**src/verilog/ekr_params.svh**
```systemverilog
// ekr_params.svh: register map, field positions, reset values and timing of the key block
// assumes inclusion by bare name from every design file that needs a figure
`ifndef EKR_PARAMS_SVH
`define EKR_PARAMS_SVH

// word indices, byte address is four times the index
`define EKR_IDX_CMD    6'h00
`define EKR_IDX_EVT    6'h01
`define EKR_IDX_CFG    6'h02
`define EKR_IDX_STAT   6'h03
`define EKR_IDX_RAND   6'h04
`define EKR_IDX_ESEL   6'h05
`define EKR_IDX_EIN    6'h06
`define EKR_IDX_EOUT   6'h07
`define EKR_IDX_OPND   3'h1
// command word fields
`define EKR_CMD_OP     2:0
`define EKR_CMD_INONLY 3
`define EKR_CMD_NOSEED 4
`define EKR_CMD_SLOT   8:5
`define EKR_CMD_VONLY  9
`define EKR_CMD_FAIL   10
`define EKR_CMD_COPYOK 11
// event word fields
`define EKR_EVT_SLEEP  0
`define EKR_EVT_BROWN  1
`define EKR_EVT_WDOG   2
`define EKR_EVT_TAMPER 3
`define EKR_EVT_IDLE   4
`define EKR_EVT_WAKE   5
// key geometry
`define EKR_KEY_WORDS  8
`define EKR_LAST_WORD  3'h7
// random source constants
`define EKR_TEST_WORD  32'h0000ffff
`define EKR_SEED_RST   32'h5a5a0001
`define EKR_LFSR_RST   32'h00000001
`define EKR_LFSR_TAPS  32'h80200003
// timing
`define EKR_CLK_KHZ    40000
`define EKR_WDOG_MS    1300
`endif

```
**src/verilog/ekr_pkg.sv**
```systemverilog
// ekr_pkg: types shared by the key block modules
// assumes nothing beyond a SystemVerilog compiler
package ekr_pkg;
	typedef logic [31:0] ekr_word_t;
	// command codes carried in the command word
	typedef enum logic [2:0] {
		EKR_OP_NONE   = 3'b000,
		EKR_OP_NONCE  = 3'b001,
		EKR_OP_DIGEST_GENERATE_CMD = 3'b010,
		EKR_OP_RANDOM = 3'b011,
		EKR_OP_OTHER  = 3'b100,
		EKR_OP_VERIFY = 3'b101,
		EKR_OP_CRCERR = 3'b110,
		EKR_OP_RSVD   = 3'b111
	} ekr_op_t;
	// key fill sequencer
	typedef enum logic [1:0] {
		EKR_S_IDLE = 2'b00,
		EKR_S_FILL = 2'b01
	} ekr_seq_t;
endpackage

```
**src/verilog/ekr_ifs.sv**
```systemverilog
// ekr_ifs: carriers between the controller, the key store and the random source
// assumes all parties run on one clock
interface ekr_key_if;
	logic             wr_en;
	logic [2:0]       wr_idx;
	ekr_pkg::ekr_word_t wr_word;
	logic             meta_en;
	logic             src_in;
	logic             gen_in;
	logic             chk_in;
	logic [3:0]       slot_in;
	logic             inval;
	logic             wipe;
	logic [2:0]       rd_idx;
	ekr_pkg::ekr_word_t rd_word;
	logic             valid;
	logic             src;
	logic             gen;
	logic             chk;
	logic [3:0]       slot;
	modport store(input wr_en, wr_idx, wr_word, meta_en, src_in, gen_in, chk_in, slot_in, inval, wipe, rd_idx,
		output rd_word, valid, src, gen, chk, slot);
	modport ctrl(output wr_en, wr_idx, wr_word, meta_en, src_in, gen_in, chk_in, slot_in, inval, wipe, rd_idx,
		input rd_word, valid, src, gen, chk, slot);
endinterface

interface ekr_rng_if;
	logic             next;
	logic             lock;
	logic             no_seed;
	logic             wipe;
	ekr_pkg::ekr_word_t word;
	logic             seed_ok;
	modport gen(input next, lock, no_seed, wipe, output word, seed_ok);
	modport ctrl(output next, lock, no_seed, wipe, input word, seed_ok);
endinterface

```
**src/verilog/ekr_key_store.sv**
```systemverilog
// ekr_key_store: the 256-bit ephemeral key and its metadata flags
// assumes the controller never raises inval and meta_en in one cycle except by design (set wins)
`include "ekr_params.svh"
module ekr_key_store
(
	// clock and reset
	input  wire logic clk_i,
	input  wire logic rst_i,
	// controller side
	ekr_key_if.store  k
);
	import ekr_pkg::*;

	ekr_word_t  key_reg [`EKR_KEY_WORDS];
	logic       valid_reg;
	logic       src_reg;
	logic       gen_reg;
	logic       chk_reg;
	logic [3:0] slot_reg;

	// key words, wiped on sleep, kept across idle
	always_ff @(posedge clk_i)
	begin
		if (rst_i || k.wipe)
		begin
			for (int i = 0; i < `EKR_KEY_WORDS; i++)
				key_reg[i] <= '0;
		end
		else if (k.wr_en)
			key_reg[k.wr_idx] <= k.wr_word;
	end

	// valid flag, a completed load wins over a same-cycle clear
	always_ff @(posedge clk_i)
	begin
		if (rst_i || k.wipe)
			valid_reg <= 1'b0;
		else if (k.meta_en)
			valid_reg <= 1'b1;
		else if (k.inval)
			valid_reg <= 1'b0;
	end

	// metadata taken with the last key word
	always_ff @(posedge clk_i)
	begin
		if (rst_i || k.wipe)
		begin
			src_reg  <= 1'b0;
			gen_reg  <= 1'b0;
			chk_reg  <= 1'b0;
			slot_reg <= '0;
		end
		else if (k.meta_en)
		begin
			src_reg  <= k.src_in;
			gen_reg  <= k.gen_in;
			chk_reg  <= k.chk_in;
			slot_reg <= k.slot_in;
		end
	end

	// internal read port only, never reaches the bus as plain data
	assign k.rd_word = key_reg[k.rd_idx];
	assign k.valid   = valid_reg;
	assign k.src     = src_reg;
	assign k.gen     = gen_reg;
	assign k.chk     = chk_reg;
	assign k.slot    = k.gen ? slot_reg : 4'h0;
endmodule

```
**src/verilog/ekr_rng.sv**
```systemverilog
// ekr_rng: random word source, entropy stand-in mixed with a held seed
// assumes next pulses one cycle per word taken
`include "ekr_params.svh"
module ekr_rng
(
	// clock and reset
	input  wire logic clk_i,
	input  wire logic rst_i,
	// controller side
	ekr_rng_if.gen    r
);
	import ekr_pkg::*;

	ekr_word_t lfsr_reg;
	ekr_word_t nv_seed_reg;
	ekr_word_t seed_reg;
	logic      seed_ok_reg;

	// free-running entropy stand-in
	always_ff @(posedge clk_i)
	begin
		if (rst_i)
			lfsr_reg <= `EKR_LFSR_RST;
		else
			lfsr_reg <= lfsr_reg[0] ? ((lfsr_reg >> 1) ^ `EKR_LFSR_TAPS) : (lfsr_reg >> 1);
	end

	// nonvolatile seed, advanced once per wake unless suppressed
	always_ff @(posedge clk_i)
	begin
		if (rst_i)
			nv_seed_reg <= `EKR_SEED_RST;
		else if (r.next && !seed_ok_reg && !r.no_seed)
			nv_seed_reg <= nv_seed_reg ^ lfsr_reg;
	end

	// volatile copy of the seed, lost on sleep
	always_ff @(posedge clk_i)
	begin
		if (rst_i || r.wipe)
		begin
			seed_reg    <= '0;
			seed_ok_reg <= 1'b0;
		end
		else if (r.next && !seed_ok_reg)
		begin
			seed_reg    <= r.no_seed ? nv_seed_reg : (nv_seed_reg ^ lfsr_reg);
			seed_ok_reg <= 1'b1;
		end
		else if (r.next)
			seed_reg <= {seed_reg[30:0], seed_reg[31]} ^ lfsr_reg;
	end

	// test pattern before the configuration lock, seed itself never leaves
	assign r.word    = r.lock ? (lfsr_reg ^ seed_reg) : `EKR_TEST_WORD;
	assign r.seed_ok = seed_ok_reg;
endmodule

```
**src/verilog/ekr_top.sv**
```systemverilog
// ekr_top: ephemeral key register, its flags and the random source behind a wishbone slave
// assumes a classic wishbone master on clk_i and a synchronous active-high reset at power-up
// Operation
// - sleep or power loss invalidates all volatile memory including the key; sleep keeps the protected-data word, its selector and the error flags
// - key holds 256 bits loaded by challenge-seed or digest-generate
// - key value never leaves the device on any interface
// - key encrypts protected data and feeds authentication and digest commands
// - four-bit slot index records the slot used by digest-generate
// - randomness source flag: 0 internal random, 1 input seed only
// - slot-derived flag marks slot use; slot index ignored when clear
// - verify-only flag set only when a verify-restricted key was used
// - valid flag is 1 when key usable, 0 otherwise
// - valid cleared on power-up, sleep, brown-out, watchdog, tamper; idle keeps key
// - any other command clears valid whether it succeeds or not
// - verify command keeps valid only after a successful copy
// - checksum-rejected commands leave valid unchanged
// - errors in challenge-seed or digest-generate clear valid
// - each load overwrites the previous key whatever made it
// - challenge-seed mixes random words with host input into the key
// - random command returns data without touching key or flags
// - before configuration lock the source gives ff ff 00 00 repeated
// - encrypted access only with a key built over internal randomness
// - random words come from entropy plus a seed that is never readable
// - stored seed updated once per wake, held volatile after
// - a mode bit suppresses the stored seed update
// - watchdog forces sleep after a fixed interval regardless of activity
`include "ekr_params.svh"
module ekr_top
#(
	parameter int unsigned WDOG_CYCLES = `EKR_WDOG_MS * `EKR_CLK_KHZ
)
(
	// clock and reset
	input  wire logic              clk_i,
	input  wire logic              rst_i,
	// wishbone slave
	input  wire logic              wb_cyc_i,
	input  wire logic              wb_stb_i,
	input  wire logic              wb_we_i,
	input  wire logic [7:0]        wb_adr_i,
	input  wire logic [3:0]        wb_sel_i,
	input  wire ekr_pkg::ekr_word_t wb_dat_i,
	output ekr_pkg::ekr_word_t      wb_dat_o,
	output logic                   wb_ack_o,
	// device state
	output logic                   asleep_o,
	output logic                   key_valid_o
);
	import ekr_pkg::*;

	// byte-lane merge for partial writes
	function automatic ekr_word_t merge(input ekr_word_t old_w, input ekr_word_t new_w, input logic [3:0] sel);
		ekr_word_t res;
		res = old_w;
		for (int b = 0; b < 4; b++)
			if (sel[b])
				res[b*8 +: 8] = new_w[b*8 +: 8];
		return res;
	endfunction

	ekr_key_if k_if();
	ekr_rng_if r_if();

	ekr_word_t  dat_reg;
	logic       ack_reg;
	logic       asleep_reg;
	ekr_op_t    op_reg;
	logic       inonly_reg;
	logic       nseed_reg;
	logic [3:0] slot_reg;
	logic       vonly_reg;
	logic       prev_src_reg;
	ekr_seq_t   seq_reg;
	logic [2:0] cnt_reg;
	logic       rand_pend_reg;
	ekr_word_t  rand_reg;
	logic       err_reg;
	logic       denied_reg;
	logic       lock_reg;
	logic [2:0] esel_reg;
	ekr_word_t  ein_reg;
	ekr_word_t  opnd_reg [`EKR_KEY_WORDS];
	logic [31:0] wdog_reg;

	logic [5:0] idx;
	logic       req;
	logic       wr;
	logic       rd;
	logic       go;
	ekr_op_t    op_in;
	logic       fail_in;
	logic       load_ok;
	logic       sleep_ev;
	logic       wake_ev;
	logic       idle_ev;
	logic       wdog_exp;
	logic       enc_ok;
	ekr_word_t  status_w;

	// bus request decode, one answer per request
	assign idx = wb_adr_i[7:2];
	assign req = wb_cyc_i && wb_stb_i && !ack_reg;
	assign wr  = req && wb_we_i;
	assign rd  = req && !wb_we_i;

	// command acceptance, ignored while asleep or busy
	assign op_in   = ekr_op_t'(wb_dat_i[`EKR_CMD_OP]);
	assign fail_in = wb_dat_i[`EKR_CMD_FAIL];
	assign go      = wr && (idx == `EKR_IDX_CMD) && !asleep_reg && (seq_reg == EKR_S_IDLE) && !rand_pend_reg;
	assign load_ok = !fail_in && ((op_in == EKR_OP_NONCE) || ((op_in == EKR_OP_DIGEST_GENERATE_CMD) && k_if.valid));

	// power events, watchdog expiry acts as a sleep
	assign wdog_exp = !asleep_reg && (wdog_reg == WDOG_CYCLES - 1);
	assign sleep_ev = (wr && (idx == `EKR_IDX_EVT) && (wb_dat_i[`EKR_EVT_SLEEP] || wb_dat_i[`EKR_EVT_BROWN]
		|| wb_dat_i[`EKR_EVT_WDOG] || wb_dat_i[`EKR_EVT_TAMPER])) || wdog_exp;
	assign wake_ev  = wr && (idx == `EKR_IDX_EVT) && wb_dat_i[`EKR_EVT_WAKE] && asleep_reg;
	assign idle_ev  = wr && (idx == `EKR_IDX_EVT) && wb_dat_i[`EKR_EVT_IDLE];

	// encrypted access needs a valid key built over internal randomness
	assign enc_ok = k_if.valid && !k_if.src;

	// status word
	always_comb
	begin
		status_w     = '0;
		status_w[0]  = k_if.valid;
		status_w[1]  = k_if.src;
		status_w[2]  = k_if.gen;
		status_w[3]  = k_if.chk;
		status_w[7:4] = k_if.slot;
		status_w[8]  = lock_reg;
		status_w[9]  = asleep_reg;
		status_w[10] = r_if.seed_ok;
		status_w[11] = (seq_reg != EKR_S_IDLE) || rand_pend_reg;
		status_w[12] = err_reg;
		status_w[13] = denied_reg;
	end

	// key store drive: fill words, metadata with the last word
	always_comb
	begin
		k_if.wr_en   = (seq_reg == EKR_S_FILL);
		k_if.wr_idx  = cnt_reg;
		k_if.wr_word = opnd_reg[cnt_reg];
		if ((op_reg == EKR_OP_NONCE) && !inonly_reg)
			k_if.wr_word = opnd_reg[cnt_reg] ^ r_if.word;
		k_if.meta_en = (seq_reg == EKR_S_FILL) && (cnt_reg == `EKR_LAST_WORD);
		k_if.src_in  = (op_reg == EKR_OP_NONCE) ? inonly_reg : prev_src_reg;
		k_if.gen_in  = (op_reg == EKR_OP_DIGEST_GENERATE_CMD);
		k_if.chk_in  = (op_reg == EKR_OP_DIGEST_GENERATE_CMD) && vonly_reg;
		k_if.slot_in = slot_reg;
		k_if.wipe    = sleep_ev;
		k_if.rd_idx  = esel_reg;
		k_if.inval   = 1'b0;
		if (go)
		begin
			unique case (op_in)
				EKR_OP_NONE, EKR_OP_CRCERR, EKR_OP_RANDOM: k_if.inval = 1'b0;
				EKR_OP_NONCE, EKR_OP_DIGEST_GENERATE_CMD: k_if.inval = 1'b1;
				EKR_OP_VERIFY: k_if.inval = !wb_dat_i[`EKR_CMD_COPYOK];
				EKR_OP_OTHER, EKR_OP_RSVD: k_if.inval = 1'b1;
			endcase
		end
	end

	// random source drive
	always_comb
	begin
		r_if.next    = rand_pend_reg || ((seq_reg == EKR_S_FILL) && (op_reg == EKR_OP_NONCE) && !inonly_reg);
		r_if.lock    = lock_reg;
		r_if.no_seed = nseed_reg;
		r_if.wipe    = sleep_ev;
	end

	ekr_key_store u_key
	(
		.clk_i (clk_i),
		.rst_i (rst_i),
		.k     (k_if)
	);

	ekr_rng u_rng
	(
		.clk_i (clk_i),
		.rst_i (rst_i),
		.r     (r_if)
	);

	// bus answer one cycle after the request
	always_ff @(posedge clk_i)
	begin
		if (rst_i)
			ack_reg <= 1'b0;
		else
			ack_reg <= req;
	end

	// read data; operand words, seed and key read as zero
	always_ff @(posedge clk_i)
	begin
		if (rst_i)
			dat_reg <= '0;
		else if (rd)
		begin
			case (idx)
				`EKR_IDX_CFG:  dat_reg <= {31'h0, lock_reg};
				`EKR_IDX_STAT: dat_reg <= status_w;
				`EKR_IDX_RAND: dat_reg <= rand_reg;
				`EKR_IDX_ESEL: dat_reg <= {29'h0, esel_reg};
				`EKR_IDX_EIN:  dat_reg <= ein_reg;
				`EKR_IDX_EOUT: dat_reg <= enc_ok ? (ein_reg ^ k_if.rd_word) : '0;
				default:       dat_reg <= '0;
			endcase
		end
		else
			dat_reg <= '0;
	end

	// sleep state and watchdog, power-up leaves the device awake
	always_ff @(posedge clk_i)
	begin
		if (rst_i)
			asleep_reg <= 1'b0;
		else if (sleep_ev)
			asleep_reg <= 1'b1;
		else if (wake_ev)
			asleep_reg <= 1'b0;
	end

	always_ff @(posedge clk_i)
	begin
		if (rst_i || asleep_reg || idle_ev)
			wdog_reg <= '0;
		else
			wdog_reg <= wdog_reg + 32'h1;
	end

	// command fields held for the fill and the random fetch
	always_ff @(posedge clk_i)
	begin
		if (rst_i)
		begin
			op_reg       <= EKR_OP_NONE;
			inonly_reg   <= 1'b0;
			nseed_reg    <= 1'b0;
			slot_reg     <= '0;
			vonly_reg    <= 1'b0;
			prev_src_reg <= 1'b0;
		end
		else if (go)
		begin
			op_reg       <= op_in;
			inonly_reg   <= wb_dat_i[`EKR_CMD_INONLY];
			nseed_reg    <= wb_dat_i[`EKR_CMD_NOSEED];
			slot_reg     <= wb_dat_i[`EKR_CMD_SLOT];
			vonly_reg    <= wb_dat_i[`EKR_CMD_VONLY];
			prev_src_reg <= k_if.src;
		end
	end

	// fill sequencer, eight words then back to idle; sleep aborts
	always_ff @(posedge clk_i)
	begin
		if (rst_i || sleep_ev)
		begin
			seq_reg <= EKR_S_IDLE;
			cnt_reg <= '0;
		end
		else
		begin
			unique case (seq_reg)
				EKR_S_IDLE:
				begin
					cnt_reg <= '0;
					if (go && load_ok)
						seq_reg <= EKR_S_FILL;
				end
				EKR_S_FILL:
				begin
					cnt_reg <= cnt_reg + 3'h1;
					if (cnt_reg == `EKR_LAST_WORD)
						seq_reg <= EKR_S_IDLE;
				end
				default: seq_reg <= EKR_S_IDLE;
			endcase
		end
	end

	// random command: one word fetched the cycle after acceptance
	always_ff @(posedge clk_i)
	begin
		if (rst_i || sleep_ev)
			rand_pend_reg <= 1'b0;
		else
			rand_pend_reg <= go && (op_in == EKR_OP_RANDOM) && !fail_in;
	end

	always_ff @(posedge clk_i)
	begin
		if (rst_i || sleep_ev)
			rand_reg <= '0;
		else if (rand_pend_reg)
			rand_reg <= r_if.word;
	end

	// command error flag, set by a failed or premature command
	always_ff @(posedge clk_i)
	begin
		if (rst_i)
			err_reg <= 1'b0;
		else if (go && (op_in != EKR_OP_CRCERR))
			err_reg <= fail_in || ((op_in == EKR_OP_DIGEST_GENERATE_CMD) && !k_if.valid);
	end

	// configuration lock, one way
	always_ff @(posedge clk_i)
	begin
		if (rst_i)
			lock_reg <= 1'b0;
		else if (wr && (idx == `EKR_IDX_CFG) && wb_sel_i[0] && wb_dat_i[0])
			lock_reg <= 1'b1;
	end

	// protected-data word and selector; a denied read sets a sticky flag
	always_ff @(posedge clk_i)
	begin
		if (rst_i)
		begin
			esel_reg <= '0;
			ein_reg  <= '0;
		end
		else
		begin
			if (wr && (idx == `EKR_IDX_ESEL) && wb_sel_i[0])
				esel_reg <= wb_dat_i[2:0];
			if (wr && (idx == `EKR_IDX_EIN))
				ein_reg <= merge(ein_reg, wb_dat_i, wb_sel_i);
		end
	end

	always_ff @(posedge clk_i)
	begin
		if (rst_i)
			denied_reg <= 1'b0;
		else if (rd && (idx == `EKR_IDX_EOUT) && !enc_ok)
			denied_reg <= 1'b1;
		else if (wr && (idx == `EKR_IDX_ESEL))
			denied_reg <= 1'b0;
	end

	// host operand words: seed input or digest, cleared on sleep
	always_ff @(posedge clk_i)
	begin
		if (rst_i || sleep_ev)
		begin
			for (int i = 0; i < `EKR_KEY_WORDS; i++)
				opnd_reg[i] <= '0;
		end
		else if (wr && (idx[5:3] == `EKR_IDX_OPND))
			opnd_reg[idx[2:0]] <= merge(opnd_reg[idx[2:0]], wb_dat_i, wb_sel_i);
	end

	// outputs from flip-flops
	assign wb_dat_o    = dat_reg;
	assign wb_ack_o    = ack_reg;
	assign asleep_o    = asleep_reg;
	assign key_valid_o = k_if.valid;
endmodule

```
**config.mk**
```make
export PLATFORM = sky130hd
export DESIGN_NAME = ekr_top
export DESIGN_NICKNAME = d
export VERILOG_FILES = /design/src/verilog/ekr_pkg.sv /design/src/verilog/ekr_ifs.sv /design/src/verilog/ekr_key_store.sv /design/src/verilog/ekr_rng.sv /design/src/verilog/ekr_top.sv
export VERILOG_INCLUDE_DIRS = /design/src /design/src/verilog
export SDC_FILE = /design/constraint.sdc
export NUM_CORES = 1
export LEC_CHECK = 0
export BUFFER_PORTS_ARGS = -buffer_cell sky130_fd_sc_hd__buf_2
export CAP_MARGIN = 5
export CORE_MARGIN = 2
export CORE_UTILIZATION = 50
export CTS_BUF_LIST = sky130_fd_sc_hd__clkbuf_16
export CTS_CLUSTER_SIZE = 28
export DETAILED_ROUTE_END_ITERATION = 8
export PLACE_DENSITY_LB_ADDON = 0.1
export SYNTH_ARGS = -nofsm -noshare
export SYNTH_HDL_FRONTEND = slang
export SYNTH_SLANG_ARGS = --single-unit
```
**constraint.sdc**
```tcl
create_clock -name clk_i -period 4.65 [get_ports clk_i]
set_clock_uncertainty 0.05 [all_clocks]
set_input_delay 0.465 -clock clk_i [delete_from_list [all_inputs] [get_ports clk_i]]
set_output_delay 0.465 -clock clk_i [all_outputs]
set_load 0.01 [all_outputs]
```
== Word-level counts from Yosys, hierarchy flattened ==
Memories as Yosys holds them, arrays and structs flattened. A register that Yosys moved wholly into a read port is not among the register bits.
Index checks and enable logic that the tools add are counted.

* Register bits after elaboration: 258
* Latch bits: 0
* Memory bits (writable): 512
* ROM bits: 0
* Output and inout bits: 35
* Logic and storage cells: 208
* Memories kept: 2

{| class="wikitable"
|+ Memories
! name !! words !! width !! rd ports !! clocked after Yosys merged registers in !! write ports !! RTL line !! source
|-
| opnd_reg || 8 || 32 || 1 || 1 || 8 || ekr_top.sv:82 || <nowiki>ekr_word_t opnd_reg [`EKR_KEY_WORDS];</nowiki>
|-
| u_key.key_reg || 8 || 32 || 1 || 1 || 8 || ekr_key_store.sv:14 || <nowiki>ekr_word_t key_reg [`EKR_KEY_WORDS];</nowiki>
|}

* Add/sub/neg operators: 2
* Multipliers: 0
* Divide/modulo/power cells: 0
* Magnitude comparators: 0
* Eq/ne operators: 27
* Shifts and indexed selects: 0
* Multiplexer cells: 52
* Bitwise logic cells: 8
* Reduce and logical (&&, ||, !) cells: 85

{| class="wikitable"
|+ Operators with widths
! cell !! number
|-
| 32-bit 2-to-1 mux || 8
|-
| 32-bit case mux with 6 select lines || 1
|-
| 32-bit XOR || 5
|-
| 8-bit 2-to-1 mux || 12
|-
| 32-bit OR reduction || 2
|-
| 1-bit logical AND || 38
|-
| 32-bit by 1-bit adder with 32-bit output (second input constant) || 1
|-
| 32-bit by 26-bit == test with 1-bit output (second input constant) || 1
|-
| 6-bit by 3-bit == test with 1-bit output (second input constant) || 4
|-
| 22-bit 2-to-1 mux || 1
|-
| 3-bit 2-to-1 mux || 6
|-
| 2-bit AND reduction || 9
|-
| 1-bit 2-to-1 mux || 17
|-
| 3-bit == test (second input constant) || 5
|-
| 3-bit != test (second input constant) || 5
|-
| 6-bit by 2-bit == test with 1-bit output (second input constant) || 2
|-
| 1-bit zero test || 12
|-
| 2-bit nonzero test || 6
|-
| 1-bit logical OR || 11
|-
| 3-bit by 1-bit == test with 1-bit output (second input constant) || 3
|-
| 3-bit by 2-bit == test with 1-bit output (second input constant) || 3
|-
| 4-bit 2-to-1 mux || 2
|-
| 6-bit by 1-bit == test with 1-bit output (second input constant) || 1
|-
| 6-bit zero test || 1
|-
| other kinds (14) || 18
|}

== Logic depth before layout (Yosys ltp) ==
* Depth in word-level cells: 12
* Depth in mapped cells: 9
* Depth with buffers taken out: 6

== Cells and area by module ==
A second synthesis with hierarchy kept.

* Cell total of the unflattened synthesis: 2980
* Area total of the unflattened synthesis: 35928.2 sq um

{| class="wikitable"
|+ Modules (own cells, without submodules)
! module !! instances !! cells an instance !! area each (sq um)
|-
| ekr_top || 1 || 1665 || 19152.1
|-
| ekr_key_store || 1 || 762 || 12097.9
|-
| ekr_rng || 1 || 553 || 4678.2
|}

== Worst setup path after synthesis ==
Ideal clock, no wire load.

* Path type: register to register
* Start: reg cnt_reg[0]
* End: mem u_key.key_reg[3][0] in the netlist's numbering, enable pin
* Library setup time: 466 ps
* Data arrival time: 3687 ps
* Required time: 4134 ps
* Setup slack: 447 ps
* Stages on the path, launching flop included: 6
* Period minus slack after synthesis: 4203 ps
* Path through: dfxtp_1 clkbuf_1 clkbuf_1 buf_1 nand2_1 o21ai_0

{| class="wikitable"
|+ RTL lines
! what !! RTL line !! source
|-
| start: declaration || ekr_top.sv:74 || <nowiki>logic [2:0] cnt_reg;</nowiki>
|-
| start signal: assignment || ekr_top.sv:280 || <nowiki>cnt_reg <= cnt_reg + 3'h1;</nowiki>
|-
| end: declaration || ekr_key_store.sv:14 ||
|}

==> results_dict.tcl <==
set metrics [dict create \
    power.total_mw 14.5 \
    cap_violations 0 \
    die_w_um 267 \
    dp_slack_ps 930 \
    hpwl_mm 62.4 \
    fill_cells 5855 \
    postCtsSetupRepairBufs 0 \
    synthMuxAreaShare 0.0849 \
    crit_fanout 49 \
    track_usage 0.270 \
    ys_ff_latch 772 \
    numCtsBuffers 83 \
    ys_warn_count 0 \
    max_slew_margin 0.115 \
    r2r-end "opnd_reg[1][20]$_SDFFCE_PN0P_" \
    grt_pass1_wl_mm 144 \
    clock_latency_ps 630 \
    port_buffers 81 \
    rsz0062_at_grt "false" \
    critPathLaunchType "register" \
    p_comb_frac 0.034 \
    antenna_found_initial 1 \
    ctsHoldBuffers 0 \
    core_um2 68600 \
    ant_nets 0 \
    htree_levels 3 \
    synth-main-ff-cell "edfxtp_1" \
    cts_tree "built" \
    cp_common_cell "buf_4" \
    synth_compound_area_frac 0.0689 \
    cp.required_ps 4790 \
    area_growth_pct 11.7 \
    fin_nets 3181 \
    placed_area_um2 36100 \
    yosysUniqueCellTypes 54 \
    p_int_mw 11.4 \
    p_seq_frac 0.520 \
    rows 96 \
    crit_chain "ha_1 -> nand4_1 -> nor3_2 -> buf_4 -> buf_4 -> o21ai_0" \
    dr.pass1.iters 6 \
    die_h_um 267 \
    crit_family "buffers and inverters" \
    hold_violations 0 \
    finalSetupViolCount 0 \
    dieArea_um2 71400 \
    dp_cells 3971 \
    cts.sinks 772 \
    status "complete, no violations" \
    vias 24000 \
    cpMaxStageDelayCell "o21ai_0" \
    power_switching_mw 3.14 \
    yosys.area_share.simple 0.177 \
    final_util 0.565 \
    cp-startpoint "wdog_reg[0]$_SDFF_PP0_" \
    avgSynthCellArea_um2 11.2 \
    cp.depth 6 \
    synth-edff-count 512 \
    final_cells 4128 \
    synth_xor_area_frac 0.0503 \
    worstSetupPathType "register to register" \
    cpPeakStageDelay_ps 600 \
    leakage_nw 13.5 \
    io_pins 84 \
    synth_fa_ha_area_frac 0.00108 \
    cts_buffer_depth 3 \
    clock-root-buffer "clkbuf_16" \
    holdWs_ps 126 \
    r2r_start "wdog_reg[0]$_SDFF_PP0_" \
    drt_iter0_markers 2341 \
    grt_pass1_vias 23500 \
    grt_max_degree 72 \
    cp_num_buf_inv 2 \
    syn_inst 3095 \
    final.min_clock_period_ps 3510 \
    switching_share 0.217 \
    syn_area_um2 34700 \
    drcViolationCount 0 \
    timing.fmax_mhz 285 \
    vias_per_cell 5.81 \
    endpoint_kind "register" \
    ctsResizeCount 0 \
    p_clk_frac 0.446 \
    rr_worst_depth 6 \
    grt-ovfl-total 0 \
    peakVddDrop_mv 0.307 \
    cp.arrival_ps 3650 \
    clk_pin_slew_ps 60 \
    drv_slew 0 \
    period_share 0.755 \
    tightest_slew_ps 1310 \
    syn_nets 3147 \
    r2r_slack_ps 1140 \
    hold_class "input port to register" \
    setup_ws_ps 1140 \
    wire_per_inst_um 23.2 \
    drive_above_1_share 0.102 \
    gp_congestion 0.834 \
    tns_ps 0 \
    start_util 0.505 \
    totalWireLength_mm 95.9 \
    synth-seq-area-share 0.594 \
    n_antenna_cell 0 \
    cp-endpoint "opnd_reg[1][20]$_SDFFCE_PN0P_" \
    synth_top_family_by_area "simple AND/OR/NAND/NOR gates" \
    powerDensity_nw_per_um2 374 \
    design_area_um2 38700 \
    synthArstFlopShare 0 \
]
[worst reg2reg max path, stage by stage (launching register included)]
cell and delay, ps:
dfxtp_1 390, ha_1 320, nand4_1 240, nor3_2 580, buf_4 360, buf_4 490, o21ai_0 640
[synthesized netlist by cell type, types with 3 or more instances]
library cell | number | area (um2)
a211oi_1 | 17 | 128
a21oi_1 | 49 | 245
a221o_1 | 18 | 180
a222oi_1 | 5 | 50.1
a22oi_1 | 8 | 60.1
and2_1 | 290 | 1810
and3_1 | 6 | 37.5
and4_1 | 4 | 35.0
buf_1 | 30 | 113
buf_2 | 21 | 105
clkbuf_1 | 151 | 567
dfxtp_1 | 260 | 5200
edfxtp_1 | 512 | 15400
ha_1 | 3 | 37.5
inv_1 | 6 | 22.5
mux2_2 | 29 | 327
mux2i_1 | 257 | 2570
nand2_1 | 130 | 488
nand2b_1 | 21 | 131
nand3_1 | 121 | 606
nand3b_1 | 5 | 37.5
nand4_1 | 10 | 62.6
nor2_1 | 481 | 1810
nor2b_1 | 66 | 413
nor3_1 | 67 | 335
nor3b_1 | 4 | 30.0
nor4_1 | 19 | 119
nor4b_1 | 4 | 35.0
o2111ai_1 | 6 | 52.6
o211ai_1 | 39 | 293
o21ai_0 | 68 | 340
o22ai_1 | 132 | 826
o31ai_1 | 18 | 135
or2_2 | 4 | 25.0
or3_1 | 6 | 37.5
or4_1 | 9 | 67.6
xnor2_1 | 86 | 753
xor2_1 | 113 | 990
[final cells by class]
class	count	area, um2	share of cell area
Clock buffer	87	2180	0.0562
Clock inverter	66	463	0.0120
Inverter	6	22.5	0.000581
Multi-Input combinational cell	2114	13300	0.344
Sequential cell	772	20600	0.532
Tap cell	931	1160	0.0301
Timing Repair Buffer	152	983	0.0254
[worst min path at each step]
stage,slack [ps],cells past startpoint,endpoint,startpoint
after CTS,90,3,ein_reg[16]$_SDFFE_PP0P_,wb_dat_i[16]
after detailed placement,400,2,u_key.slot_reg[0]$_SDFFE_PP0P_,k_if.slot_in[0]$_SDFFE_PP0P_
after floorplan,380,2,u_key.slot_reg[0]$_SDFFE_PP0P_,k_if.slot_in[0]$_SDFFE_PP0P_
after global placement,400,2,u_key.k.gen$_SDFFE_PP0P_,u_key.k.gen$_SDFFE_PP0P_
after global routing,110,3,ein_reg[17]$_SDFFE_PP0P_,wb_dat_i[17]
final,130,3,ein_reg[16]$_SDFFE_PP0P_,wb_dat_i[16]
[cells by family after synthesis]
group	count (synthesis)
simple gates	1254
mux	288
buf+inv	209
xor+xnor	199
fa+ha+maj	3
compound gates	370
flops	772
[power groups by stage]
stage / combinational (mW) / sequential [mW] / clock, mW
floorplan: 0.276 / 7.66 / 0
global placement: 0.483 / 7.67 / 0
detailed placement: 0.493 / 7.68 / 0
CTS: 0.495 / 7.54 / 6.54
global route: 0.530 / 7.55 / 6.82
finish: 0.494 / 7.54 / 6.46
[per-layer routing]
layer  share of wire  GRT usage  up-vias
met5         0.00016          0        -
met4           0.040      0.110        2
met3           0.062     0.0394      194
met2            0.48      0.447      851
met1            0.42      0.356    11800
li1                -          -    11100
[placed cells by master, fill, tap and decap left out, drive strengths merged, types with 4 or more instances in the layout]
cell,synthesis,routed
a211oi,17,17
a21oi,49,49
a221o,18,18
a222oi,5,5
a22oi,8,8
and2,291,291
and3,6,6
and4,4,4
buf,52,148
bufinv,0,7
clkbuf,151,91
clkinv,0,29
dfxtp,260,260
edfxtp,512,512
inv,6,35
mux2,29,29
mux2i,257,257
nand2,130,130
nand2b,21,21
nand3,121,121
nand3b,5,5
nand4,10,10
nor2,481,481
nor2b,66,66
nor3,67,67
nor3b,4,4
nor4,20,20
nor4b,5,5
o2111ai,6,6
o211ai,39,39
o21ai,68,68
o22ai,132,132
o31ai,18,18
or2,4,4
or3,7,7
or4,9,9
xnor2,86,86
xor2,113,113
Note: power is estimated with default switching activity, not from simulation.
